--- src/verilog/fsiap_pkg.sv ---
// Package for the flash security and in-application programming sequencer.
// Assumes a single 100 MHz clock domain and an SFR-style byte bus.
package fsiap_pkg;
  localparam logic [7:0] FSIAP_ADDR_CMD = 8'hd5;
  localparam logic [7:0] FSIAP_ADDR_DATA = 8'hd6;
  localparam int FSIAP_IDLE_BIT = 7;
  localparam int FSIAP_FAULT_BIT = 6;
  localparam int FSIAP_WDOG_BIT = 3;
  localparam int FSIAP_LOCK_LSB = 3;
  localparam logic [7:0] FSIAP_LOCK_ADDR = 8'h40;
  localparam logic [7:0] FSIAP_SIG_MFR_ADDR = 8'h30;
  localparam logic [7:0] FSIAP_SIG_PART_ADDR = 8'h31;
  localparam logic [7:0] FSIAP_SIG_EXT_ADDR = 8'h60;
  localparam logic [7:0] FSIAP_ERASED = 8'hff;
  localparam logic [3:0] FSIAP_CMD_RESET = 4'h0;
  localparam int FSIAP_CLK_MHZ = 100;
  localparam int FSIAP_START_NS = 1000;
  localparam int FSIAP_START_CYC = (FSIAP_START_NS * FSIAP_CLK_MHZ) / 1000;
  localparam int FSIAP_PROG_NS = 20000;
  localparam int FSIAP_PROG_CYC = (FSIAP_PROG_NS * FSIAP_CLK_MHZ) / 1000;
  localparam int FSIAP_AW = 13;

  typedef enum logic [3:0] {
    FSIAP_C_READ = 4'h0, FSIAP_C_VOPT = 4'h1, FSIAP_C_VSEC = 4'h2, FSIAP_C_VUPR = 4'h3,
    FSIAP_C_WOPT = 4'h9, FSIAP_C_WSEC = 4'ha, FSIAP_C_WUPR = 4'hb, FSIAP_C_EOPT = 4'hc,
    FSIAP_C_ESEC = 4'hd, FSIAP_C_EUPR = 4'he, FSIAP_C_SRST = 4'hf
  } fsiap_cmd_e;

  typedef struct packed {
    logic wr;
    logic rd;
    logic [7:0] addr;
    logic [7:0] wdata;
  } fsiap_bus_s;

  typedef struct packed {
    logic req;
    logic erase;
    logic [FSIAP_AW-1:0] addr;
    logic [7:0] data;
  } fsiap_cell_s;
endpackage

--- src/verilog/fsiap_timer.sv ---
// Self-timed operation engine: start delay then busy period, with fault input.
// Assumes the request pulse arrives only while idle.
`timescale 1ns/10ps
`default_nettype none
module fsiap_timer
  import fsiap_pkg::*;
#(
  parameter int START_CYC = FSIAP_START_CYC,
  parameter int PROG_CYC = FSIAP_PROG_CYC
) (
  input wire logic clk,
  input wire logic rst,
  input wire logic go,
  input wire logic cellFault,
  output logic idle,
  output logic done,
  output logic failed
);
  typedef enum logic [1:0] {FSIAP_T_IDLE = 2'b00, FSIAP_T_WAIT = 2'b01,
                            FSIAP_T_RUN = 2'b11} fsiap_tst_e;
  fsiap_tst_e st_r, st_nxt;
  logic [15:0] cnt_r, cnt_nxt;
  wire logic cntEnd = (cnt_r == 16'h0000);
  always_comb begin
    st_nxt = st_r;
    cnt_nxt = cntEnd ? cnt_r : cnt_r - 16'h0001;
    unique case (st_r)
      FSIAP_T_IDLE: if (go) begin
        st_nxt = FSIAP_T_WAIT;
        cnt_nxt = 16'(START_CYC - 1);
      end
      FSIAP_T_WAIT: if (cntEnd) begin
        st_nxt = FSIAP_T_RUN;
        cnt_nxt = 16'(PROG_CYC - 1);
      end
      FSIAP_T_RUN: if (cntEnd || cellFault) st_nxt = FSIAP_T_IDLE;
      default: st_nxt = FSIAP_T_IDLE;
    endcase
  end
  always_ff @(posedge clk) begin
    if (rst) begin
      st_r <= FSIAP_T_IDLE;
      cnt_r <= 16'h0000;
    end else begin
      st_r <= st_nxt;
      cnt_r <= cnt_nxt;
    end
  end
  // Idle stays high during the start delay, as allowed up to 1 us
  assign idle = (st_r != FSIAP_T_RUN); // RULE15
  assign done = (st_r == FSIAP_T_RUN) && (cntEnd || cellFault);
  assign failed = (st_r == FSIAP_T_RUN) && cellFault;
endmodule
`default_nettype wire

--- src/verilog/fsiap_top.sv ---
// Flash security and in-application programming sequencer.
// Assumes byte SFR accesses on the system clock and a timed-access qualifier
// from the core; the upper bank cell array is modelled by flip-flops.
// Behaviour
// RULE1: Programmed encryption array XNORs verify data
// RULE2: Low six address bits pick key byte
// RULE3: All lock bits one: encryption only
// RULE4: Lock one: block table reads, latch pin
// RULE5: Lock two: no verify, no data moves
// RULE6: Lock three: no external execution
// RULE7: Lock bits clear only by erase
// RULE8: Option bit three sets watchdog default
// RULE9: Other option bits read as one
// RULE10: Signature bytes readable in loader modes
// RULE11: Locks gate loader access, not IAP
// RULE12: Command write enables data port access
// RULE13: Program and erase hit upper bank
// RULE14: Final data byte starts the operation
// RULE15: Idle flag drops during operation
// RULE16: Failure aborts and sets fault flag
// RULE17: Software reissues command every operation
// RULE18: Program byte sequence with idle checks
// RULE19: Nonzero command blocks upper bank execution
// RULE20: Command one returns option byte
// RULE21: Command two returns security byte
// RULE22: Reset clears command field to zero
// RULE23: Timed writes only, ignored while busy
// RULE24: Program takes high, low, data
// RULE25: Erase sets upper bank to ones
// RULE26: Accepted command clears fault flag
`timescale 1ns/10ps
`default_nettype none
module fsiap_top
  import fsiap_pkg::*;
#(
  parameter int START_CYC = FSIAP_START_CYC,
  parameter int PROG_CYC = FSIAP_PROG_CYC,
  parameter int BANK_DEPTH = 64,
  parameter logic [7:0] MFR_ID = 8'h5a,
  parameter logic [7:0] PART_ID = 8'h11,
  parameter logic [7:0] EXT_ID = 8'h22
) (
  input wire logic clk,
  input wire logic rst,
  input wire fsiap_bus_s sfr,
  input wire logic timedOk,
  output logic [7:0] sfrRdata,
  input wire logic loaderMode,
  input wire logic externalAccessPin,
  input wire logic cellFault,
  input wire logic extTableRead,
  input wire logic extDataMove,
  input wire logic fetchUpper,
  output logic tableReadAllow,
  output logic dataMoveAllow,
  output logic extExecAllow,
  output logic upperExecAllow,
  output logic loaderVerifyAllow,
  output logic loaderProgAllow,
  output logic externalAccessLatched,
  output logic watchdogPorEnable,
  output logic sysResetReq,
  output logic [7:0] loaderData,
  input wire logic [7:0] loaderAddr
);
  localparam int KW = $clog2(BANK_DEPTH);
  fsiap_cmd_e cmd_r;
  logic fault_r;
  logic [7:0] data_r;
  logic [1:0] step_r;
  logic [7:0] addrHi_r, addrLo_r;
  logic [7:0] option_r;
  logic [2:0] lock_r;
  logic [7:0] key_r [64];
  logic [7:0] bank_r [BANK_DEPTH];
  logic eaLatch_r, rstSeen_r;
  logic keyErased_r;
  logic pendErase_r, pendWrite_r;
  logic [KW-1:0] pendAddr_r;
  logic [7:0] pendData_r;
  logic opGo, idle, opDone, opFail;

  fsiap_timer #(.START_CYC(START_CYC), .PROG_CYC(PROG_CYC)) uTimer (
    .clk(clk), .rst(rst), .go(opGo), .cellFault(cellFault),
    .idle(idle), .done(opDone), .failed(opFail)
  );

  wire logic cmdWr = sfr.wr && sfr.addr == FSIAP_ADDR_CMD;
  // Idle stays high through the start delay, so the staged operation marks busy
  wire logic opBusy = pendErase_r || pendWrite_r;
  wire logic cmdTake = cmdWr && timedOk && idle && !opBusy; // RULE23
  wire logic dataWr = sfr.wr && sfr.addr == FSIAP_ADDR_DATA && cmd_r != FSIAP_C_READ; // RULE12
  wire logic [15:0] fullAddr = {addrHi_r, addrLo_r};
  // Verify address: its low byte arrives with the final data port write
  wire logic [15:0] pgmAddr = {addrHi_r, sfr.wdata};
  wire logic [KW-1:0] bankIdx = KW'(fullAddr);
  wire logic [5:0] keySel = pgmAddr[5:0]; // RULE2
  wire logic [7:0] vfyRaw = bank_r[KW'(pgmAddr)];
  wire logic [7:0] vfyKey = key_r[keySel];
  wire logic [7:0] vfyOut = keyErased_r ? vfyRaw : ~(vfyRaw ^ vfyKey); // RULE1 RULE3
  // Verify shows lock one at bit five, the reverse of the write order
  wire logic [7:0] secByte = (sfr.wdata == FSIAP_LOCK_ADDR) ?
    {2'b11, lock_r[0], lock_r[1], lock_r[2], 3'b111} : key_r[keySel]; // RULE21
  wire logic [7:0] optView = {4'hf, option_r[FSIAP_WDOG_BIT], 3'h7}; // RULE9
  wire logic lvl2 = !lock_r[0] || !lock_r[1] || !lock_r[2];
  wire logic lvl3 = !lock_r[1] || !lock_r[2];
  wire logic lvl4 = !lock_r[2];
  wire logic lastByte = (cmd_r == FSIAP_C_WUPR && step_r == 2'd2) ||
                        (cmd_r == FSIAP_C_WSEC && step_r == 2'd1) ||
                        (cmd_r == FSIAP_C_WOPT && step_r == 2'd0);
  wire logic eraseStart = cmdTake && (sfr.wdata[3:0] == FSIAP_C_EUPR ||
    sfr.wdata[3:0] == FSIAP_C_ESEC || sfr.wdata[3:0] == FSIAP_C_EOPT);

  assign opGo = (dataWr && lastByte && idle) || eraseStart; // RULE14
  assign sfrRdata = (sfr.addr == FSIAP_ADDR_CMD) ?
    {idle, fault_r, 2'b00, cmd_r} : (sfr.addr == FSIAP_ADDR_DATA) ? data_r : 8'h00;

  // Lock bits steer core-side permissions; upper bank execution follows the command field
  assign tableReadAllow = !(lvl2 && extTableRead); // RULE4
  assign dataMoveAllow = !(lvl3 && extDataMove); // RULE5
  assign extExecAllow = !lvl4 && externalAccessLatched; // RULE6
  assign upperExecAllow = !(fetchUpper && cmd_r != FSIAP_C_READ); // RULE19
  // Loader paths are gated by locks; IAP paths above ignore them
  assign loaderProgAllow = loaderMode && !lvl2; // RULE11 RULE4
  assign loaderVerifyAllow = loaderMode && !lvl3; // RULE11 RULE5
  assign externalAccessLatched = lvl2 ? eaLatch_r : externalAccessPin; // RULE4
  assign watchdogPorEnable = !option_r[FSIAP_WDOG_BIT]; // RULE8
  assign sysResetReq = cmd_r == FSIAP_C_SRST;
  assign loaderData = !loaderMode ? 8'h00 :
    (loaderAddr == FSIAP_SIG_MFR_ADDR) ? MFR_ID :
    (loaderAddr == FSIAP_SIG_PART_ADDR) ? PART_ID :
    (loaderAddr == FSIAP_SIG_EXT_ADDR) ? EXT_ID : 8'hff; // RULE10

  always_ff @(posedge clk) begin
    if (rst) begin
      cmd_r <= FSIAP_C_READ; // RULE22
      step_r <= 2'd0;
      rstSeen_r <= 1'b0;
    end else begin
      if (cmdTake) begin
        cmd_r <= fsiap_cmd_e'(sfr.wdata[3:0]);
        step_r <= 2'd0;
      end else if (dataWr && idle && step_r != 2'd3) begin
        // Step saturates after the last byte so a reused command starts no further operation
        step_r <= lastByte ? 2'd3 : step_r + 2'd1; // RULE17
      end
      rstSeen_r <= 1'b1;
    end
  end

  // External access pin is caught in the first cycle after reset release
  always_ff @(posedge clk) begin
    if (!rstSeen_r) eaLatch_r <= externalAccessPin; // RULE4
  end

  always_ff @(posedge clk) begin
    if (rst) begin
      fault_r <= 1'b0;
    end else if (opFail) begin
      fault_r <= 1'b1; // RULE16
    end else if (cmdTake) begin
      fault_r <= 1'b0; // RULE26
    end
  end

  always_ff @(posedge clk) begin
    if (rst) begin
      data_r <= 8'h00;
      addrHi_r <= 8'h00;
      addrLo_r <= 8'h00;
    end else if (cmdTake && sfr.wdata[3:0] == FSIAP_C_VOPT) begin
      data_r <= optView; // RULE20
    end else if (dataWr) begin
      data_r <= sfr.wdata;
      if (step_r == 2'd0) addrHi_r <= sfr.wdata;
      if (step_r == 2'd1) addrLo_r <= sfr.wdata; // RULE24
      if (cmd_r == FSIAP_C_VSEC && step_r == 2'd0) data_r <= secByte;
      if (cmd_r == FSIAP_C_VUPR && step_r == 2'd1) begin
        data_r <= vfyOut; // RULE1
        if (loaderMode && lvl3) data_r <= 8'hff; // RULE5
      end
    end
  end

  // Writes are staged and committed when the timed operation ends cleanly
  always_ff @(posedge clk) begin
    if (rst) begin
      pendErase_r <= 1'b0;
      pendWrite_r <= 1'b0;
      pendAddr_r <= '0;
      pendData_r <= 8'h00;
    end else if (opGo) begin
      pendErase_r <= eraseStart;
      pendWrite_r <= !eraseStart;
      pendAddr_r <= bankIdx; // RULE13
      pendData_r <= sfr.wdata;
    end else if (opDone) begin
      pendErase_r <= 1'b0;
      pendWrite_r <= 1'b0;
    end
  end

  wire logic commit = opDone && !opFail;

  // Flash cells: no power-up value is loaded, so software erases first; resets do not touch them
  always_ff @(posedge clk) begin
    if (commit && cmd_r == FSIAP_C_EOPT) option_r <= FSIAP_ERASED;
    else if (commit && cmd_r == FSIAP_C_WOPT) option_r <= option_r & pendData_r; // RULE8
  end

  always_ff @(posedge clk) begin
    if (commit && cmd_r == FSIAP_C_ESEC) begin
      lock_r <= 3'b111; // RULE7
    end else if (commit && cmd_r == FSIAP_C_WSEC && addrHi_r == FSIAP_LOCK_ADDR) begin
      lock_r <= lock_r & pendData_r[FSIAP_LOCK_LSB +: 3]; // RULE7
    end
  end

  always_ff @(posedge clk) begin
    if (commit && cmd_r == FSIAP_C_ESEC) keyErased_r <= 1'b1;
    else if (commit && cmd_r == FSIAP_C_WSEC && addrHi_r < FSIAP_LOCK_ADDR &&
             pendData_r != FSIAP_ERASED) keyErased_r <= 1'b0;
  end

  genvar gi;
  generate
    for (gi = 0; gi < 64; gi++) begin : gKey
      always_ff @(posedge clk) begin
        if (commit && cmd_r == FSIAP_C_ESEC) key_r[gi] <= FSIAP_ERASED;
        else if (commit && cmd_r == FSIAP_C_WSEC && addrHi_r == 8'(gi))
          key_r[gi] <= key_r[gi] & pendData_r;
      end
    end
    for (gi = 0; gi < BANK_DEPTH; gi++) begin : gBank
      always_ff @(posedge clk) begin
        if (commit && pendErase_r && cmd_r == FSIAP_C_EUPR) begin
          bank_r[gi] <= FSIAP_ERASED; // RULE25 RULE13
        end else if (commit && pendWrite_r && cmd_r == FSIAP_C_WUPR &&
                     pendAddr_r == KW'(gi)) begin
          bank_r[gi] <= bank_r[gi] & pendData_r; // RULE24
        end
      end
    end
  endgenerate

endmodule
`default_nettype wire

--- config.mk ---
export PLATFORM = sky130hd
export DESIGN_NAME = fsiap_top
export DESIGN_NICKNAME = d
export VERILOG_FILES = /design/src/verilog/fsiap_pkg.sv /design/src/verilog/fsiap_timer.sv /design/src/verilog/fsiap_top.sv
export SDC_FILE = /design/constraint.sdc
export NUM_CORES = 2
export LEC_CHECK = 0
export ABC_AREA = 1
export BUFFER_PORTS_ARGS = -buffer_cell sky130_fd_sc_hd__buf_4
export CAP_MARGIN = 30
export CORE_MARGIN = 4
export CORE_UTILIZATION = 60
export CTS_BUF_LIST = sky130_fd_sc_hd__clkbuf_8
export DETAILED_ROUTE_END_ITERATION = 7
export PLACE_DENSITY = 0.79
export SYNTH_ARGS = -nofsm -noshare
export SYNTH_HDL_FRONTEND = slang
export SYNTH_HIERARCHICAL = 1
export SYNTH_SLANG_ARGS = --single-unit
--- constraint.sdc ---
create_clock -name clk -period 3.1 [get_ports clk]
set_clock_uncertainty 0.1 [all_clocks]
set_input_delay 0.465 -clock clk [delete_from_list [all_inputs] [get_ports clk]]
set_output_delay 0.465 -clock clk [all_outputs]
set_load 0.005 [all_outputs]
# After elaboration in Yosys (flattened, before gate mapping)
# Memory sizes are Yosys's and may differ from the RTL's.
# Index checks and enable logic that the tools add are counted.
# classes
n_addsub	2
n_lt_le_gt_ge	1
eq_ne	156
muxes	545
n_bitwise	261
n_reduce_logical	201
# op_table
op	n
$mux W8	141
$and A8 B8 Y8	129
$mux W1	395
$eq A8 B6 Y1 const B	34
$eq A6 B6 Y1 const B	32
$logic_and A1 B1 Y1	166
$eq A8 B5 Y1 const B	16
$or A1 B1 Y1	128
$eq A6 B5 Y1 const B	16
$eq A8 B4 Y1 const B	8
$eq A6 B4 Y1 const B	8
$mux W16	3
$eq A4 B4 Y1 const B	10
$eq A8 B3 Y1 const B	4
$pmux W16 S2	1
$eq A6 B3 Y1 const B	4
$eq A8 B7 Y1 const B	3
$eq A8 B2 Y1 const B	2
$eq A8 B8 Y1 const B	2
$logic_not A16 Y1	1
$sub A16 B1 Y16 const B	1
$eq A6 B2 Y1 const B	2
$logic_not A1 Y1	12
$logic_or A1 B1 Y1	10
24 further kinds	38
# word_totals
reg_bits	77
ram_bits	1024
inputBits	35
out_inout_bits	25
word_cells	1185
mem_count	2
# mem_list
name	depth	width	rd	rd_clocked_by_memory_dff	write_ports	line_no	source
bank_r	64	8	65	0	64	fsiap_top.sv:75	logic [7:0] bank_r [BANK_DEPTH];
key_r	64	8	65	0	64	fsiap_top.sv:74	logic [7:0] key_r [64];

# Logic depth before layout (Yosys ltp)
# depth
depth_word	11
mapped_depth	18
mapped_depth_nobuf	16

# Modules after synthesis
# The synthesis kept the hierarchy.
# modules_own_cells
module	n_inst	cells_each	area_per_inst_um2	seq_area_each_um2
fsiap_top	1	5982	53886.7	31800.5
fsiap_timer	1	171	1147.4	360.3

# Worst setup path before layout
# OpenSTA, ideal clock, no wires.
# synth_path
path_type	reg-to-reg
from	register uTimer.cnt_r[0]
to	memory bank_r[18][0], enable pin
setup_ns	0.384
t_arrival_ns	2.922
required_time_ns	2.616
path_slack_ns	-0.306
path_stages_with_launch	13
n_path_buf	0
synth_period_minus_slack_ns	3.406
path_cell_list	dfxtp_1 inv_1 ha_1 nand3_2 nor2_4 nand2_4 a21oi_1 inv_1 nor2_1 nand3_2 nor3_2 nand2_1 o21ai_0
# synth_rtl
element	line_no	source
from (decl)	fsiap_timer.sv:22	logic [15:0] cnt_r, cnt_nxt;
from (signal assigned)	fsiap_timer.sv:46	cnt_r <= cnt_nxt;
to (decl)	fsiap_top.sv:75	

==> impl_metrics.ini <==
[status]
outcome = finished, final reports clean

[die]
start_util = 0.608
rows = 110
die_y_um = 311
ioPinCount = 60
coreArea_um2 = 90600
die-area_um2 = 96600
die_x_um = 311

[pwr]
peakVddDrop_mv = 0.441
sequentialPowerShare = 0.535
power_leakage_nw = 23.0
p_clk_frac = 0.376
powerDensity_nw_per_um2 = 485
switching_power_mw = 7.69
power_mw = 30.1
p_int_mw = 22.4
combPwrFrac = 0.089
p_sw_frac = 0.256

[timing]
setup_tns_ns = 0
whs_ns = 0.0610
max_freq_mhz = 335
slew_violations = 0
hold_viol = 0
setup_ws_ns = 0.118
maxSlewHeadroom = 0.261
finalCritPeriodShare = 0.962
finalSetupViolCount = 0
period_minus_slack_ns = 2.98
grt_setup_unrepaired = yes
tightest_slew_ns = 1.11

[setup_path]
path_max_fanout = 8
required_ns = 3.55
crit_buf_inv = 6
crit_arrival_ns = 3.44
startpoint_type = flip-flop
path_cells = inv_1 > ha_2 > nand3_2 > nor2_4 > nand2_4 > a21oi_2 > inv_2 > nor2_2 > nand2_1 > nor3_1 > inv_2 > nor2_2 > clkinvlp_4 > buf_12 > o21ai_1 > buf_4
cp-end-kind = flip-flop
max_stage_delay_ns = 0.33
slowest_stage = dfxtp_1
critPathTopFamily = simple AND/OR/NAND/NOR gates
path_class = flip-flop to flip-flop

[place]
port_buffers = 58
pre_cts_ws_ns = -0.140
place_congestion = 0.984
dpl.hpwl_mm = 107

[global_route]
antenna_found_initial = 4
grt_pass1_vias = 44400
grt_max_degree = 107
grt_use_total = 0.340
grt_pass1_wl_mm = 255
grt_overflow = 0

[logic_synthesis]
ys_top_cells_by_area = edfxtp_1, nand2_1, o21ai_0
synth_cell_types = 44
yosysWarningCount = 6
syn_inst = 6153
ys.flop_type = edfxtp_1
yosysTopAreaCellShare = 0.559
synth_nets = 6195
synth_seq_area_share = 0.584
syn_area_um2 = 55000
synth_largest_area_cell = edfxtp_1
synthArstFlopShare = 0
syn-mean-instance-area_um2 = 8.94
synth-edff-count = 1025
ys_ff_latch = 1094

[clock_network]
clock_tree.buffer_depth = 3
cts.clk_slew.worst_paths_ns = 0.07
tritoncts = yes
cts_buffers = 174
clock_latency_ns = 0.87
h-tree-depth = 4
cts_root_buf = clkbuf_8
cts_sinks = 1094

[routing]
antenna_left = 0
vias = 47100
wirelength_mm = 169
routedWlPerCell_um = 22.1
firstDrtPassIters = 6
post-route-drc-count = 0
drt-initial-drc-count = 6829
drt-vias-per-instance = 6.14

[run]
drv_cap = 0

[cells_and_area]
final_cell_mix = nand2_1, edfxtp_1, o21ai_0
layout_commonest_cell = nand2_1
drive_gt1_frac = 0.121
fin_nets = 6410
fin_util = 0.685
fillers = 6793
area_growth_pct = 12.7

[min_path]
hold_path_class = primary input to flip-flop
cells by family (layout without fill, tap and decap cells):
family / count (synthesis) / after routing / synth area share
XOR/XNOR: 4 / 4 / 0.000637
other: 0 / 1 / 0
buffers and inverters: 1148 / 1490 / 0.0880
adder cells (fa/ha/maj): 7 / 7 / 0.00159
AO/OA/AOI/OAI: 1495 / 1495 / 0.144
AND/OR/NAND/NOR: 2405 / 2405 / 0.181
flip-flops: 1094 / 1094 / 0.584
power by group through the flow:
stage | Sequential (mW) | Combinational [mW] | Clock, mW
after CTS | 16.1 | 2.61 | 11.3
after detailed placement | 16.4 | 2.58 | 0
after global placement | 16.4 | 2.54 | 0
after global routing | 16.1 | 2.91 | 11.9
final | 16.1 | 2.69 | 11.3
after floorplan | 16.4 | 1.86 | 0
per-layer routing:
layer | vias up | GRT usage | part of all wire
li1 | 21200 | - | -
met1 | 21800 | 0.442 | 0.35
met2 | 3445 | 0.521 | 0.45
met3 | 701 | 0.0764 | 0.13
met4 | 4 | 0.212 | 0.070
met5 | - | 0.00148 | 0.00021
synthesized netlist by cell type, drive strengths merged, types with 3 or more instances:
cell	count
a211oi	3
a21oi	307
buf	193
clkbuf	178
clkinv	4
dfxtp	69
edfxtp	1025
ha	7
inv	773
nand2	1603
nand3	445
nand4	13
nor2	312
nor3	23
nor4	5
o211ai	150
o21ai	1025
o22ai	7
or2	3
xor2	4
state kept, by name, summed over array words and instances (netlist names), 2 cells and up:
signal	count
lock_r	3
uTimer/cnt_r	16
pendData_r	8
pendAddr_r	6
uTimer/st_r	2
step_r	2
data_r	8
addrHi_r	8
key_r	512
cmd_r	4
addrLo_r	6
bank_r	512
worst register-to-register path, delay by kind of cell (launching register included):
family / cells / cell delay, ns
DFF: 1 / 0.33
buffers and inverters: 6 / 0.83
adders and majority gates: 1 / 0.20
AOI/OAI and AO/OA: 2 / 0.24
and+or+nand+nor: 7 / 0.99
per-stage QoR:
| step | std cells | area, um2 |
|---|---|---|
| final | 7672 | 62000 |
| after global routing | 7672 | 62000 |
| after CTS | 7665 | 61400 |
| after detailed placement | 7350 | 58200 |
| after global placement | 7349 | 58100 |
| after floorplan | 6153 | 55000 |
final timing paths:
kind                         from           end  slack, ns  cells past startpoint
hold / removal             sfr[4]   addrHi_r[4]       0.06                      3
setup reg to reg  uTimer/cnt_r[0]  key_r[57][0]       0.12                     16
hold reg to reg         rstSeen_r     eaLatch_r       0.36                      1
setup / recovery  uTimer/cnt_r[0]  key_r[57][0]       0.12                     16
layout make-up:
type                            count  area (um2)  share of cell area
Inverter                          777        2960              0.0478
Timing Repair Buffer              410        3790              0.0612
Sequential cell                  1094       32200               0.519
Clock inverter                    117         509             0.00821
Antenna cell                        1        2.50           0.0000404
Clock buffer                      186        2560              0.0413
Multi-Input combinational cell   3911       18500               0.299
Tap cell                         1176        1470              0.0237
what timing repair did:
action / CTS / global route
setup buffers: 0 / 6
setup endpoints to repair: 207 / 1997
resized for setup: 18 / 141
endpoints found under the hold margin: 28 / 0
hold buffers: 12 / 0
pin swaps: 0 / 6
Note: power is estimated with default switching activity, not from simulation.
